`src/hw/otg_regs.svh`:
```
// otg event/status block: register offsets, field positions, resets, timing
// assumes byte addresses on a plain strobe port, one 32-bit word per register
`ifndef OTG_REGS_SVH
`define OTG_REGS_SVH

// ------------------------------------------------------------
// offsets
// ------------------------------------------------------------
`define OTG_ADDR_W        8
`define OTG_FLAGS_OFS     8'h00
`define OTG_ENABLES_OFS   8'h04
`define OTG_STATUS_OFS    8'h08
`define OTG_CTRL_OFS      8'h0C

// ------------------------------------------------------------
// field positions (event, enable and status share them)
// ------------------------------------------------------------
`define OTG_BIT_ID        7
`define OTG_BIT_MS        6
`define OTG_BIT_LINE      5
`define OTG_BIT_ACT       4
`define OTG_BIT_SESV      3
`define OTG_BIT_SEND      2
`define OTG_BIT_AVB       0
`define OTG_EVT_MASK      8'hFD
`define OTG_STAT_MASK     8'hAD
`define OTG_CTRL_WAKE     0

// sense vector positions after synchronising
`define OTG_SN_ID         0
`define OTG_SN_SESV       1
`define OTG_SN_SEND       2
`define OTG_SN_AVB        3
`define OTG_SN_SE0        4
`define OTG_SN_J          5
`define OTG_SN_DP         6
`define OTG_SN_DM         7

// ------------------------------------------------------------
// reset values and timing
// ------------------------------------------------------------
`define OTG_FLAGS_RST     8'h00
`define OTG_ENABLES_RST   8'h00
`define OTG_CTRL_RST      8'h00
`define OTG_MS_NS         1000000
`define OTG_CLK_NS        20
`define OTG_MS_CYCLES     ((`OTG_MS_NS + `OTG_CLK_NS - 1) / `OTG_CLK_NS)

`endif

```
`src/hw/otg_pkg.sv`:
```
// otg event/status block: shared types
// assumes otg_regs.svh for all numeric constants
package otg_pkg;
  typedef logic [7:0]  byte_t;
  typedef logic [31:0] word_t;
  typedef logic [1:0]  line_t;
endpackage

```
`src/hw/otg_sense_if.sv`:
```
// otg event/status block: bundle between synchroniser, line monitor and core
// assumes one clock domain on clk
`timescale 1ns/1ns
interface otg_sense_if;
  otg_pkg::byte_t lvl;
  otg_pkg::byte_t chg;
  logic           ms_tick;
  logic           settled;
  logic           settled_chg;
  modport sync (output lvl, output chg);
  modport mon  (input lvl, input chg, output ms_tick, output settled, output settled_chg);
  modport core (input lvl, input chg, input ms_tick, input settled, input settled_chg);
endinterface

```
`src/hw/otg_pin_sync.sv`:
```
// otg event/status block: two-flop synchronisers plus change pulses
// assumes raw pins are asynchronous to clk
`timescale 1ns/1ns
`include "otg_regs.svh"
module otg_pin_sync (
  input  wire logic           clk,
  input  wire logic           rst,
  input  wire otg_pkg::byte_t pins,
  otg_sense_if.sync           sense
);
  otg_pkg::byte_t meta_r;
  otg_pkg::byte_t sync_r;
  otg_pkg::byte_t prev_r;

  genvar i;
  generate
    for (i = 0; i < 8; i++) begin : g_bit
      always_ff @(posedge clk or posedge rst) begin
        if (rst) begin
          meta_r[i] <= 1'b0;
          sync_r[i] <= 1'b0;
          prev_r[i] <= 1'b0;
        end else begin
          meta_r[i] <= pins[i];
          sync_r[i] <= meta_r[i];
          prev_r[i] <= sync_r[i];
        end
      end
    end
  endgenerate

  // change pulses compare the second stage with its own history only
  assign sense.lvl = sync_r;
  assign sense.chg = sync_r ^ prev_r;
endmodule

```
`src/hw/otg_line_monitor.sv`:
```
// otg event/status block: free 1 ms tick and line-state settle detector
// assumes synchronised line levels on the sense bundle
`timescale 1ns/1ns
`include "otg_regs.svh"
module otg_line_monitor #(
  parameter int unsigned MS_CYCLES = `OTG_MS_CYCLES
) (
  input  wire logic clk,
  input  wire logic rst,
  otg_sense_if.mon  sense
);
  logic [31:0]    ms_cnt_r;
  logic [31:0]    st_cnt_r;
  logic           tick_r;
  logic           settled_r;
  logic           schg_r;
  otg_pkg::line_t line_prev_r;
  otg_pkg::line_t last_r;
  otg_pkg::line_t line;
  wire            ms_end  = (ms_cnt_r == 32'(MS_CYCLES - 1));
  wire            st_end  = (st_cnt_r == 32'(MS_CYCLES - 1));
  wire            moved   = (line != line_prev_r);

  assign line = {sense.lvl[`OTG_SN_SE0], sense.lvl[`OTG_SN_J]};

  always_ff @(posedge clk or posedge rst) begin
    if (rst) begin
      ms_cnt_r <= 32'h0;
      tick_r   <= 1'b0;
    end else begin
      ms_cnt_r <= ms_end ? 32'h0 : ms_cnt_r + 32'h1;
      tick_r   <= ms_end;
    end
  end

  // settle window restarts on every movement of the line pair
  always_ff @(posedge clk or posedge rst) begin
    if (rst) begin
      st_cnt_r    <= 32'h0;
      settled_r   <= 1'b0;
      schg_r      <= 1'b0;
      line_prev_r <= 2'h0;
      last_r      <= 2'h0;
    end else begin
      line_prev_r <= line;
      schg_r      <= 1'b0;
      if (moved) begin
        st_cnt_r  <= 32'h0;
        settled_r <= 1'b0;
      end else if (!st_end) begin
        st_cnt_r <= st_cnt_r + 32'h1;
      end else if (!settled_r) begin
        settled_r <= 1'b1;
        schg_r    <= (line != last_r);
        last_r    <= line;
      end
    end
  end

  assign sense.ms_tick     = tick_r;
  assign sense.settled     = settled_r;
  assign sense.settled_chg = schg_r;
endmodule

```
`src/hw/otg_event_status.sv`:
```
// otg event/status block: sticky events, enables, live status, one irq
// assumes a single-clock strobe bus master and asynchronous cable/vbus pins
`timescale 1ns/1ns
`include "otg_regs.svh"
module otg_event_status #(
  parameter int unsigned MS_CYCLES = `OTG_MS_CYCLES
) (
  input  wire logic                     clk,
  input  wire logic                     rst,
  input  wire logic [`OTG_ADDR_W-1:0]   addr,
  input  wire otg_pkg::word_t           wdata,
  input  wire logic                     wr_stb,
  input  wire logic                     rd_stb,
  output otg_pkg::word_t                rdata,
  output logic                          irq,
  input  wire logic                     id_pin,
  input  wire logic                     sess_valid_in,
  input  wire logic                     sess_end_in,
  input  wire logic                     a_vbus_valid_in,
  input  wire logic                     se0_in,
  input  wire logic                     line_j_indication,
  input  wire logic                     dp_pin,
  input  wire logic                     dm_pin
);

  // ------------------------------------------------------------
  // sensing
  // ------------------------------------------------------------
  otg_sense_if sense ();
  otg_pkg::byte_t raw_pins;

  assign raw_pins[`OTG_SN_ID]   = id_pin;
  assign raw_pins[`OTG_SN_SESV] = sess_valid_in;
  assign raw_pins[`OTG_SN_SEND] = sess_end_in;
  assign raw_pins[`OTG_SN_AVB]  = a_vbus_valid_in;
  assign raw_pins[`OTG_SN_SE0]  = se0_in;
  assign raw_pins[`OTG_SN_J]    = line_j_indication;
  assign raw_pins[`OTG_SN_DP]   = dp_pin;
  assign raw_pins[`OTG_SN_DM]   = dm_pin;

  otg_pin_sync u_sync (
    .clk   (clk),
    .rst   (rst),
    .pins  (raw_pins),
    .sense (sense)
  );

  otg_line_monitor #(
    .MS_CYCLES (MS_CYCLES)
  ) u_mon (
    .clk   (clk),
    .rst   (rst),
    .sense (sense)
  );

  // ------------------------------------------------------------
  // registers
  // ------------------------------------------------------------
  otg_pkg::byte_t flags_r;
  otg_pkg::byte_t flags_nxt;
  otg_pkg::byte_t enables_r;
  otg_pkg::byte_t enables_nxt;
  otg_pkg::byte_t ctrl_r;
  otg_pkg::byte_t ctrl_nxt;
  otg_pkg::byte_t status;
  otg_pkg::byte_t hw_set;
  otg_pkg::byte_t sw_clr;
  otg_pkg::word_t rdata_r;
  otg_pkg::word_t rd_word;
  logic           irq_r;

  // address decode shared by the write and read paths
  function automatic logic hit(input logic [`OTG_ADDR_W-1:0] a,
                               input logic [`OTG_ADDR_W-1:0] ofs);
    hit = (a == ofs);
  endfunction

  wire sel_flags = hit(addr, `OTG_FLAGS_OFS);
  wire sel_en    = hit(addr, `OTG_ENABLES_OFS);
  wire sel_stat  = hit(addr, `OTG_STATUS_OFS);
  wire sel_ctrl  = hit(addr, `OTG_CTRL_OFS);

  wire wr_flags  = wr_stb && sel_flags;
  wire wr_en     = wr_stb && sel_en;
  wire wr_ctrl   = wr_stb && sel_ctrl;

  // ------------------------------------------------------------
  // live status
  // ------------------------------------------------------------
  // no slack: id, session and vbus bits read straight from the synchronised levels, line bit from the settle detector
  assign status[`OTG_BIT_ID]   = sense.lvl[`OTG_SN_ID];
  assign status[6]             = 1'b0;
  assign status[`OTG_BIT_LINE] = sense.settled;
  assign status[4]             = 1'b0;
  assign status[`OTG_BIT_SESV] = sense.lvl[`OTG_SN_SESV];
  assign status[`OTG_BIT_SEND] = sense.lvl[`OTG_SN_SEND];
  assign status[1]             = 1'b0;
  assign status[`OTG_BIT_AVB]  = sense.lvl[`OTG_SN_AVB];

  // ------------------------------------------------------------
  // event sources
  // ------------------------------------------------------------
  wire wake_armed = ctrl_r[`OTG_CTRL_WAKE];
  wire pin_moved  = sense.chg[`OTG_SN_DP]   | sense.chg[`OTG_SN_DM]   |
                    sense.chg[`OTG_SN_ID]   | sense.chg[`OTG_SN_SESV] |
                    sense.chg[`OTG_SN_SEND] | sense.chg[`OTG_SN_AVB];
  wire send_rise  = sense.chg[`OTG_SN_SEND] & sense.lvl[`OTG_SN_SEND];

  assign hw_set[`OTG_BIT_ID]   = sense.chg[`OTG_SN_ID];
  assign hw_set[`OTG_BIT_MS]   = sense.ms_tick;
  assign hw_set[`OTG_BIT_LINE] = sense.settled_chg;
  assign hw_set[`OTG_BIT_ACT]  = wake_armed & pin_moved;
  assign hw_set[`OTG_BIT_SESV] = send_rise;
  assign hw_set[`OTG_BIT_SEND] = sense.chg[`OTG_SN_SEND];
  assign hw_set[1]             = 1'b0;
  assign hw_set[`OTG_BIT_AVB]  = sense.chg[`OTG_SN_AVB];

  // ------------------------------------------------------------
  // next values
  // ------------------------------------------------------------
  // a set in the clearing cycle survives, so no event is lost
  assign sw_clr      = wr_flags ? wdata[7:0] : 8'h00;
  assign flags_nxt   = ((flags_r & ~sw_clr) | hw_set) & `OTG_EVT_MASK;
  assign enables_nxt = wr_en ? (wdata[7:0] & `OTG_EVT_MASK) : enables_r;
  assign ctrl_nxt    = wr_ctrl ? {7'h00, wdata[`OTG_CTRL_WAKE]} : ctrl_r;

  // ------------------------------------------------------------
  // read mux
  // ------------------------------------------------------------
  // unmapped addresses read zero; upper 24 bits are always zero
  assign rd_word = {24'h000000,
                    (sel_flags ? flags_r   : 8'h00) |
                    (sel_en    ? enables_r : 8'h00) |
                    (sel_stat  ? status    : 8'h00) |
                    (sel_ctrl  ? ctrl_r    : 8'h00)};

  // ------------------------------------------------------------
  // state
  // ------------------------------------------------------------
  always_ff @(posedge clk or posedge rst) begin
    if (rst) begin
      flags_r   <= `OTG_FLAGS_RST;
      enables_r <= `OTG_ENABLES_RST;
      ctrl_r    <= `OTG_CTRL_RST;
    end else begin
      flags_r   <= flags_nxt;
      enables_r <= enables_nxt;
      ctrl_r    <= ctrl_nxt;
    end
  end

  // read data stands only in the cycle after the strobe
  always_ff @(posedge clk or posedge rst) begin
    if (rst) begin
      rdata_r <= 32'h00000000;
    end else begin
      rdata_r <= rd_stb ? rd_word : 32'h00000000;
    end
  end

  // computed from next values so irq tracks the registers exactly
  always_ff @(posedge clk or posedge rst) begin
    if (rst) begin
      irq_r <= 1'b0;
    end else begin
      irq_r <= |(flags_nxt & enables_nxt);
    end
  end

  assign rdata = rdata_r;
  assign irq   = irq_r;

  // ------------------------------------------------------------
  // assertions
  // ------------------------------------------------------------
  // long windows are counted here, since delays that long would unroll badly
  logic [31:0]    tick_gap_r;
  logic           tick_seen_r;
  logic [31:0]    quiet_r;
  otg_pkg::line_t pair_prev_r;
  otg_pkg::line_t pair;

  assign pair = {sense.lvl[`OTG_SN_SE0], sense.lvl[`OTG_SN_J]};

  always_ff @(posedge clk or posedge rst) begin
    if (rst) begin
      tick_gap_r  <= 32'h00000000;
      tick_seen_r <= 1'b0;
    end else if (sense.ms_tick) begin
      tick_gap_r  <= 32'h00000000;
      tick_seen_r <= 1'b1;
    end else begin
      tick_gap_r  <= tick_gap_r + 32'h00000001;
    end
  end

  always_ff @(posedge clk or posedge rst) begin
    if (rst) begin
      quiet_r     <= 32'h00000000;
      pair_prev_r <= 2'h0;
    end else begin
      pair_prev_r <= pair;
      if (pair != pair_prev_r) begin
        quiet_r <= 32'h00000000;
      end else if (quiet_r != 32'hFFFFFFFF) begin
        quiet_r <= quiet_r + 32'h00000001;
      end
    end
  end
endmodule

```
`config.mk`:
```
export PLATFORM = sky130hd
export DESIGN_NAME = otg_event_status
export DESIGN_NICKNAME = d
export VERILOG_FILES = /design/src/hw/otg_pkg.sv /design/src/hw/otg_sense_if.sv /design/src/hw/otg_pin_sync.sv /design/src/hw/otg_line_monitor.sv /design/src/hw/otg_event_status.sv
export VERILOG_INCLUDE_DIRS = /design/src /design/src/hw
export SDC_FILE = /design/constraint.sdc
export NUM_CORES = 1
export LEC_CHECK = 0
export ABC_CLOCK_PERIOD_IN_PS = 11000
export BUFFER_PORTS_ARGS = -buffer_cell sky130_fd_sc_hd__clkbuf_2
export CORE_UTILIZATION = 61
export CTS_CLUSTER_SIZE = 14
export DETAILED_ROUTE_END_ITERATION = 8
export PLACE_DENSITY = 0.85
export SKIP_CTS_REPAIR_TIMING = 1
export SYNTH_ARGS = -nofsm -noshare
export SYNTH_HDL_FRONTEND = slang
export SYNTH_SLANG_ARGS = --single-unit
```
`constraint.sdc`:
```
create_clock -name clk -period 11 [get_ports clk]
set_clock_uncertainty 0.1 [all_clocks]
set_input_delay 1.1 -clock clk [delete_from_list [all_inputs] [get_ports clk]]
set_output_delay 1.1 -clock clk [all_outputs]
set_load 0.01 [all_outputs]
```
==> results of run 1 <==
## registers in the layout (all words and copies together), names as in the netlist
name	flops
u_mon.ms_cnt_r	32
u_sync.meta_r	8
irq	1
enables_r	7
rdata	7
u_sync.prev_r	6
u_mon.sense.settled_chg	1
ctrl_r	1
u_sync.sense.lvl	8
flags_r	7
u_mon.st_cnt_r	32
u_mon.sense.settled	1
u_mon.line_prev_r	2
u_mon.last_r	2
u_mon.sense.ms_tick	1
## final timing paths
kind                                             to  slack (ns)                 from  cells past startpoint
worst max-delay path                            irq        8.18              addr[2]                      6
worst min-delay path            u_sync.sense.lvl[1]        0.25     u_sync.meta_r[1]                      0
worst max register to register      u_mon.last_r[1]        8.36  u_sync.sense.lvl[4]                      4
worst min register to register  u_sync.sense.lvl[1]        0.25     u_sync.meta_r[1]                      0
max in group asynchronous                       irq        8.99                  rst                      3
min in group asynchronous         u_mon.ms_cnt_r[6]        0.54                  rst                      2
## cells in the mapped netlist (2+ instances only)
| master | instances |
|---|---|
| buf_4 | 25 |
| nor4_2 | 3 |
| nand2_1 | 22 |
| nor2_1 | 60 |
| o31ai_1 | 3 |
| inv_1 | 5 |
| dfrtp_1 | 116 |
| a21oi_1 | 8 |
| or2_2 | 4 |
| nand3_1 | 27 |
| xor2_1 | 33 |
| and2_1 | 3 |
| and3_1 | 12 |
| nand2b_1 | 3 |
| clkbuf_1 | 9 |
| nor3_1 | 4 |
| and4_1 | 10 |
| nor4_1 | 11 |
| ha_1 | 3 |
| a221oi_1 | 2 |
| o21ai_0 | 6 |
| a21boi_0 | 4 |
| buf_1 | 2 |
| mux2_2 | 7 |
| nand4_1 | 25 |
| xnor2_1 | 35 |
| mux2i_1 | 7 |
| nor2b_1 | 7 |
## layout make-up
cell class                 instances  area, µm²  share of cell area
clock buffer                      18        428              0.0710
clock inverter                    14        199              0.0330
tap                              105        131              0.0218
sequential                       116       2900               0.482
timing repair buffer              35        178              0.0295
multi-input combinational        338       2170               0.359
inverter                           5       21.3             0.00353
## report_power, final
| part | internal (mW) | switching [mW] | leakage [nW] |
|---|---|---|---|
| Sequential | 0.436 | 0.00557 | 1.52 |
| Clock | 0.376 | 0.201 | 0.306 |
| Combinational | 0.0147 | 0.0291 | 0.934 |
## per-stage QoR
step	hold slack (ns)	area [µm²]	instances
finish	0.246	6030	631
global placement	0.233	5400	599
CTS	0.247	6030	631
detailed placement	0.235	5400	599
global route	0.245	6030	631
floorplan	0.231	5320	496
## worst max-delay path, stage by stage
cell	delay (ns)
clkbuf_2	0.28
nor2b_1	0.55
nand3_1	0.33
mux2_2	0.38
a2111oi_2	0.33
nand4_1	0.13
## kinds of logic (layout without fill, tap and decap cells)
kind of cell,count (synthesis),in the layout
buffers and inverters,42,72
adders and majority gates,3,3
xor gates and xnor gates,68,68
muxes,15,15
AOI/OAI and AO/OA,29,29
DFF,116,116
and+or+nand+nor,198,198
other,1,25
## routing by layer
| layer | routed length [µm] | vias up | share of wire |
|---|---|---|---|
| met3 | 615 | 34 | 0.059 |
| met5 | 0 | - | 0 |
| met4 | 322 | 0 | 0.031 |
| met2 | 5100 | 158 | 0.49 |
| met1 | 4360 | 1818 | 0.42 |
| li1 | - | 1668 | - |
==> impl_summary.txt, run 1 <==
----------------------------------------------------
[Placement]
  Detail Placement HPWL ... 6.42 mm
  Port Buffers ... 34
  Worst setup slack before clock tree synthesis ... 7.71 ns
  GPL Wtd Cong ... between 0.8 and 0.9

[Synth]
  Fraction of synthesized cell area in xor and xnor cells ... 0.114
  Count of state elements after synthesis ... 116
  Synth Instances ... about 470
  Warnings, synthesis ... 0
  Distinct cell type count of the synthesized netlist ... 44
  Mux share of post-synthesis cell area ... 0.0328
  Post-synthesis cell area ... between 0.005 and 0.006 mm²
  Post-synthesis share of cell area spent on and, or, nand and nor gates ... 0.204
  Post-synth ARST share ... 1.00
  Post-synth EDFFs ... 0
  Synth Area in Adders ... 0.00718
  Proportion of synthesized chip area in sequential cells ... 0.555
  Main synth FF type ... dfrtp_1
  Leading area contributor after synthesis ... dfrtp_1
  Area contributors post-synth ... dfrtp_1 (55%), xnor2_1 (5.9%), xor2_1 (5.5%), nor2_1 (4.3%), buf_4 (3.6%)
  Share of the synthesized area in compound gates (AO/OA/AOI/OAI) ... 0.0383
  Area share of the largest cell type after synthesis ... 0.555
  Average size of a mapped cell ... ~11 µm²
  Combinational family with the most area after synthesis ... simple AND/OR/NAND/NOR gates

[Detailed routing]
  Final antenna-violating net count ... 0
  Ratio of routed vias to standard cells ... between 5 and 6
  Initial DRT Pass Iterations ... 4
  Per-cell routed wire length ... 16.5 µm
  Initial DRC count ... 226
  Drc violations ... 0
  Overall routed net length ... approximately 10 mm
  Total vias in the final route ... 3678

[Layout]
  Signed area change from the synthesized netlist to the final layout ... 15.2%
  Fill cell total of the finished layout ... roughly 530
  Most common library cell in the layout ignoring fill and taps ... dfrtp_1
  Nets ... 568
  Core utilization of the finished layout ... 0.730
  Fraction of final layout cells sized beyond drive strength 1 ... 0.167
  Most used cells in the layout excluding fill and tap cells ... dfrtp_1 (116), nor2_1 (60), xnor2_1 (35), clkbuf_2 (34), xor2_1 (33)
  Antenna cells ... 0

[Clock tree]
  H-tree lvl count ... 4
  Clock sinks ... ~120
  Number of clock buffers inserted by TritonCTS ... 17
  Clock latency on the worst-skew pair ... 0.51 ns
  Root Buffer Master ... clkbuf_8
  Clock slew at reported path FFs ... about 0.060 ns
  Clock tree from TritonCTS ... built
  Number of buffers on the longest clock path ... 2

[Run status]
  Result of the run ... completed

[Global routing]
  Largest net degree at the start of global routing ... between 60 and 70
  Met1 Usage GRT ... 0.322
  Number of global-route vias before repair ... between 3000 and 4000
  Initial antenna violation count ... 0
  Layer carrying the most global-route usage ... met2
  Global-route met2 utilization ... 0.421
  Global route overflow ... 0
  Met3 capacity usage during global routing ... 0.0789
  Overall global routing resource usage ... 0.262
  Global-route wire length before repair ... 17.6 mm

[Power and ir drop]
  VDD IR max ... approximately 150 µV
  Total power after layout ... ~1.1 mW
  Static leakage power ... ~2.8 nW
  Power per standard cell area ... 176 mW/mm²

[Floorplan]
  Initial core utilization ... 0.633
  Core area ... 0.00826 mm²
  Full die area ... 0.00895 mm²
  Number of core rows ... 33
  Chip Height ... around 95 µm
  Boundary Pins ... 85
  Die Span X ... between 90 and 100 µm

[Timing]
  Max-slew headroom at the worst pin ... 0.229
  Final number of max-transition violations ... 0
  Setup total negative slack ... 0 ns
  Minimum clock period ... between 2 and 3 ns
  Max Fclk ... 354 MHz
  Worst-case setup margin in the final layout ... between 8 and 9 ns
  Share of the clock period used by the worst path after layout ... 0.257
  RSZ-0062 raised after global routing ... no
  Hold violation count in the final report ... 0
  Slew at the pin closest to its max-slew limit ... between 1 and 1.5 ns
  Finish-stage setup viols ... 0

[Worst setup path]
  Maximum net fanout on the critical path ... 12
  Crit path arrival time ... 3.11 ns
  Worst setup path class ... in2reg
  Required time at the worst-slack endpoint ... between 10 and 15 ns
  Startpoint type of the worst setup path ... input port
  Category of the worst setup path capture point ... flip-flop

[Job]
  Number of max-cap violations ... 0

[Min path]
  HP Class ... reg2reg

----------------------------------------------------
(Power assumes the default switching activity.)
==> run 2, diff against run 1 <==
--- a/config.mk
+++ b/config.mk
@@ -6,12 +6,12 @@
 export SDC_FILE = /design/constraint.sdc
 export NUM_CORES = 1
 export LEC_CHECK = 0
-export ABC_CLOCK_PERIOD_IN_PS = 11000
+export ABC_CLOCK_PERIOD_IN_PS = 2700
 export BUFFER_PORTS_ARGS = -buffer_cell sky130_fd_sc_hd__clkbuf_2
-export CORE_UTILIZATION = 61
+export CORE_UTILIZATION = 56
 export CTS_CLUSTER_SIZE = 14
 export DETAILED_ROUTE_END_ITERATION = 8
-export PLACE_DENSITY = 0.85
+export PLACE_DENSITY = 0.79
 export SKIP_CTS_REPAIR_TIMING = 1
 export SYNTH_ARGS = -nofsm -noshare
 export SYNTH_HDL_FRONTEND = slang
==> constraint.sdc (replaced) <==
create_clock -name clk -period 2.7 [get_ports clk]
set_clock_uncertainty 0.1 [all_clocks]
set_input_delay 0.27 -clock clk [delete_from_list [all_inputs] [get_ports clk]]
set_output_delay 0.27 -clock clk [all_outputs]
set_load 0.01 [all_outputs]
==> impl_summary.txt, run 2 (synthesis gave the netlist of run 1 again) <==
----------------------------------------------------
[Floorplan]
  Number of core rows ... 34 (was 33)
  Initial core utilization ... 0.588 (was 0.633)
  Boundary Pins ... 85 (unchanged)
  Chip Height ... 98.7 µm (was 94.6 µm)
  Die Span X ... 98.7 µm (was 94.6 µm)
  Full die area ... 0.00973 mm² (was 0.00895 mm²)
  Core area ... 0.00889 mm² (was 0.00826 mm²)

[Timing]
  Setup total negative slack ... 0 ns (unchanged)
  Slew at the pin closest to its max-slew limit ... 0.783 ns (was 1.15 ns)
  Share of the clock period used by the worst path after layout ... 0.819
  Max Fclk ... between 400 and 500 MHz
  RSZ-0062 raised after global routing ... no (unchanged)
  Max-slew headroom at the worst pin ... 0.477 (was 0.229)
  Final number of max-transition violations ... 0 (unchanged)
  Hold violation count in the final report ... 0 (unchanged)
  Minimum clock period ... about 2.2 ns
  Finish-stage setup viols ... 0 (unchanged)
  Worst-case setup margin in the final layout ... 0.489 ns (was 8.18 ns)

[Worst setup path]
  Stage delay of the slowest cell on the critical path ... 0.55 ns (about the same)
  Critical Path, Cell by Cell ... nor4_1 -> nand4_1 -> nor4_1 -> mux2_2 (was clkbuf_2 -> nor2b_1 -> nand3_1 -> mux2_2 -> a2111oi_2 -> nand4_1)
  Worst setup path class ... reg2reg (was in2reg)
  Required time at the worst-slack endpoint ... 2.99 ns (was 11.29 ns)
  Category of the worst setup path capture point ... flip-flop (unchanged)
  Maximum net fanout on the critical path ... 5 (was 12)
  Worst-case register-to-register setup slack ... 0.49 ns (was 8.36 ns)
  Crit path arrival time ... 2.51 ns (was 3.11 ns)
  Most used cell, CP ... nor4_1
  Startpoint type of the worst setup path ... flip-flop (was input port)
  Cell with the biggest individual delay on the critical path ... nor4_1 (was nor2b_1)

[Detailed routing]
  Drc violations ... 0 (unchanged)
  Overall routed net length ... 10.4 mm (about the same)
  Total vias in the final route ... 3662 (was 3678)
  Ratio of routed vias to standard cells ... 5.56 (was 5.83)
  Initial DRC count ... 154 (was 226)
  Per-cell routed wire length ... 15.7 µm (was 16.5 µm)
  Final antenna-violating net count ... 0 (unchanged)
  Initial DRT Pass Iterations ... 4 (unchanged)

[Layout]
  Fraction of final layout cells sized beyond drive strength 1 ... 0.176 (was 0.167)
  Non-filler cells in the finished layout ... 659 (was 631)
  Layout Cell Area excl Fill ... 0.00621 mm² (was 0.00603 mm²)
  Nets ... 593 (was 568)
  Signed area change from the synthesized netlist to the final layout ... 18.8% (was 15.2%)
  Most used cells in the layout excluding fill and tap cells ... dfrtp_1 (116), nor2_1 (60), xnor2_1 (35), clkbuf_2 (34), xor2_1 (33) (unchanged)
  Core utilization of the finished layout ... 0.699 (was 0.730)
  Antenna cells ... 0 (unchanged)
  Most common library cell in the layout ignoring fill and taps ... dfrtp_1 (unchanged)
  Biggest regs ... u_mon.ms_cnt_r: 32 flops, u_mon.st_cnt_r: 32 flops (unchanged)

[Power and ir drop]
  Switching portion of total power ... 0.242 (was 0.222)
  Net Sw Power ... 997 µW (was 235 µW)
  Share of total power in combinational logic ... 0.052 (was 0.041)
  Internal cell power ... 3.13 mW (was 827 µW)
  Portion of total power attributed to sequential cells ... 0.436 (was 0.416)
  VDD IR max ... 441 µV (was 154 µV)
  Power per standard cell area ... 664 mW/mm² (was 176 mW/mm²)
  Clock share of power ... 0.512 (was 0.543)
  Static leakage power ... 2.84 nW (was 2.76 nW)

[Placement]
  Cell Count Post-Placement ... 611 (was 599)
  GPL Wtd Cong ... 0.786 (was 0.851)
  Placed cell areas ... 0.00548 mm² (was 0.00540 mm²)
  Port Buffers ... 34 (unchanged)
  Worst setup slack before clock tree synthesis ... 0.313 ns (was 7.71 ns)
  Detail Placement HPWL ... 6.51 mm (was 6.42 mm)

[Min path]
  HP Class ... in2reg (was reg2reg)

[Job]
  Number of max-cap violations ... 0 (unchanged)

[Clock tree]
  Number of buffers on the longest clock path ... 2 (unchanged)
  Clock tree from TritonCTS ... built (unchanged)
  Root Buffer Master ... clkbuf_8 (unchanged)
  Number of clock buffers inserted by TritonCTS ... 17 (unchanged)
  Clock slew at reported path FFs ... 0.07 ns (was 0.06 ns)
  Clock latency on the worst-skew pair ... 0.51 ns (about the same)
  H-tree lvl count ... 4 (unchanged)
  Clock sinks ... 116 (unchanged)

[Global routing]
  Global route overflow ... 0 (unchanged)
  Initial antenna violation count ... 0 (unchanged)
  Largest net degree at the start of global routing ... 56 (was 69)
  Overall global routing resource usage ... 0.227 (was 0.262)
  Global-route wire length before repair ... 17.0 mm (was 17.6 mm)
  Number of global-route vias before repair ... 3582 (was 3766)

[Run status]
  Result of the run ... completed (unchanged)

----------------------------------------------------
==> run 2: changes by cell type in the layout (fill, tap and decap cells not counted) <==
cell / change
clkinvlp_4: +2
inv_4: -1
inv_6: +4
bufinv_16: -3
buf_4: +8
inv_8: +1
dlygate4sd3_1: +16
buf_12: +1
clkinv_4: -2
clkinv_2: -1
==> run 2: power groups by stage <==
stage | clock network (mW) | logic, mW | registers (mW)
floorplan | 0 | 0.151 | 1.82
global placement | 0 | 0.186 | 1.83
detailed placement | 0 | 0.189 | 1.83
CTS | 2.15 | 0.193 | 1.80
global route | 2.23 | 0.237 | 1.80
finish | 2.11 | 0.213 | 1.80
==> run 2: area by class of cell <==
cell class	count	area, µm²
timing repair buffer	60	418
fill	593	2680
sequential	116	2900
clock buffer	18	428
inverter	5	22.5
clock inverter	14	140
tap	108	135
multi-input combinational	338	2170
==> run 2: per-stage QoR <==
| stage | hold slack, ns | total power, mW |
|---|---|---|
| after detailed placement | 0.236 | 2.02 |
| after floorplan | 0.201 | 1.98 |
| final | 0.0567 | 4.13 |
| after global routing | 0.0736 | 4.27 |
| after CTS | -0.258 | 4.14 |
| after global placement | 0.233 | 2.01 |
==> run 2: path summary, 6_finish.rpt <==
check | to | startpoint | depth (start not counted)
worst max register to register | u_mon.last_r[1] | u_mon.st_cnt_r[27] | 4
min in group asynchronous | u_mon.st_cnt_r[23] | rst | 3
worst max-delay path | u_mon.last_r[1] | u_mon.st_cnt_r[27] | 4
worst min-delay path | rdata[0] | rd_stb | 3
max in group asynchronous | enables_r[5] | rst | 4
worst min register to register | u_sync.sense.lvl[2] | u_sync.meta_r[2] | 0
==> run 2: layer usage <==
layer	track usage	vias to the layer above	routed length, µm
met4	0.103	0	162
met2	0.371	113	5220
li1	-	1725	-
met1	0.290	1806	4540
met3	0.0539	18	435
met5	0	-	0
==> run 2: critical path: cells and delay by family, from the launching register on <==
kind             cells  cell delay (ns)
DFF                  1             0.43
and+or+nand+nor      3             1.16
muxes                1             0.41
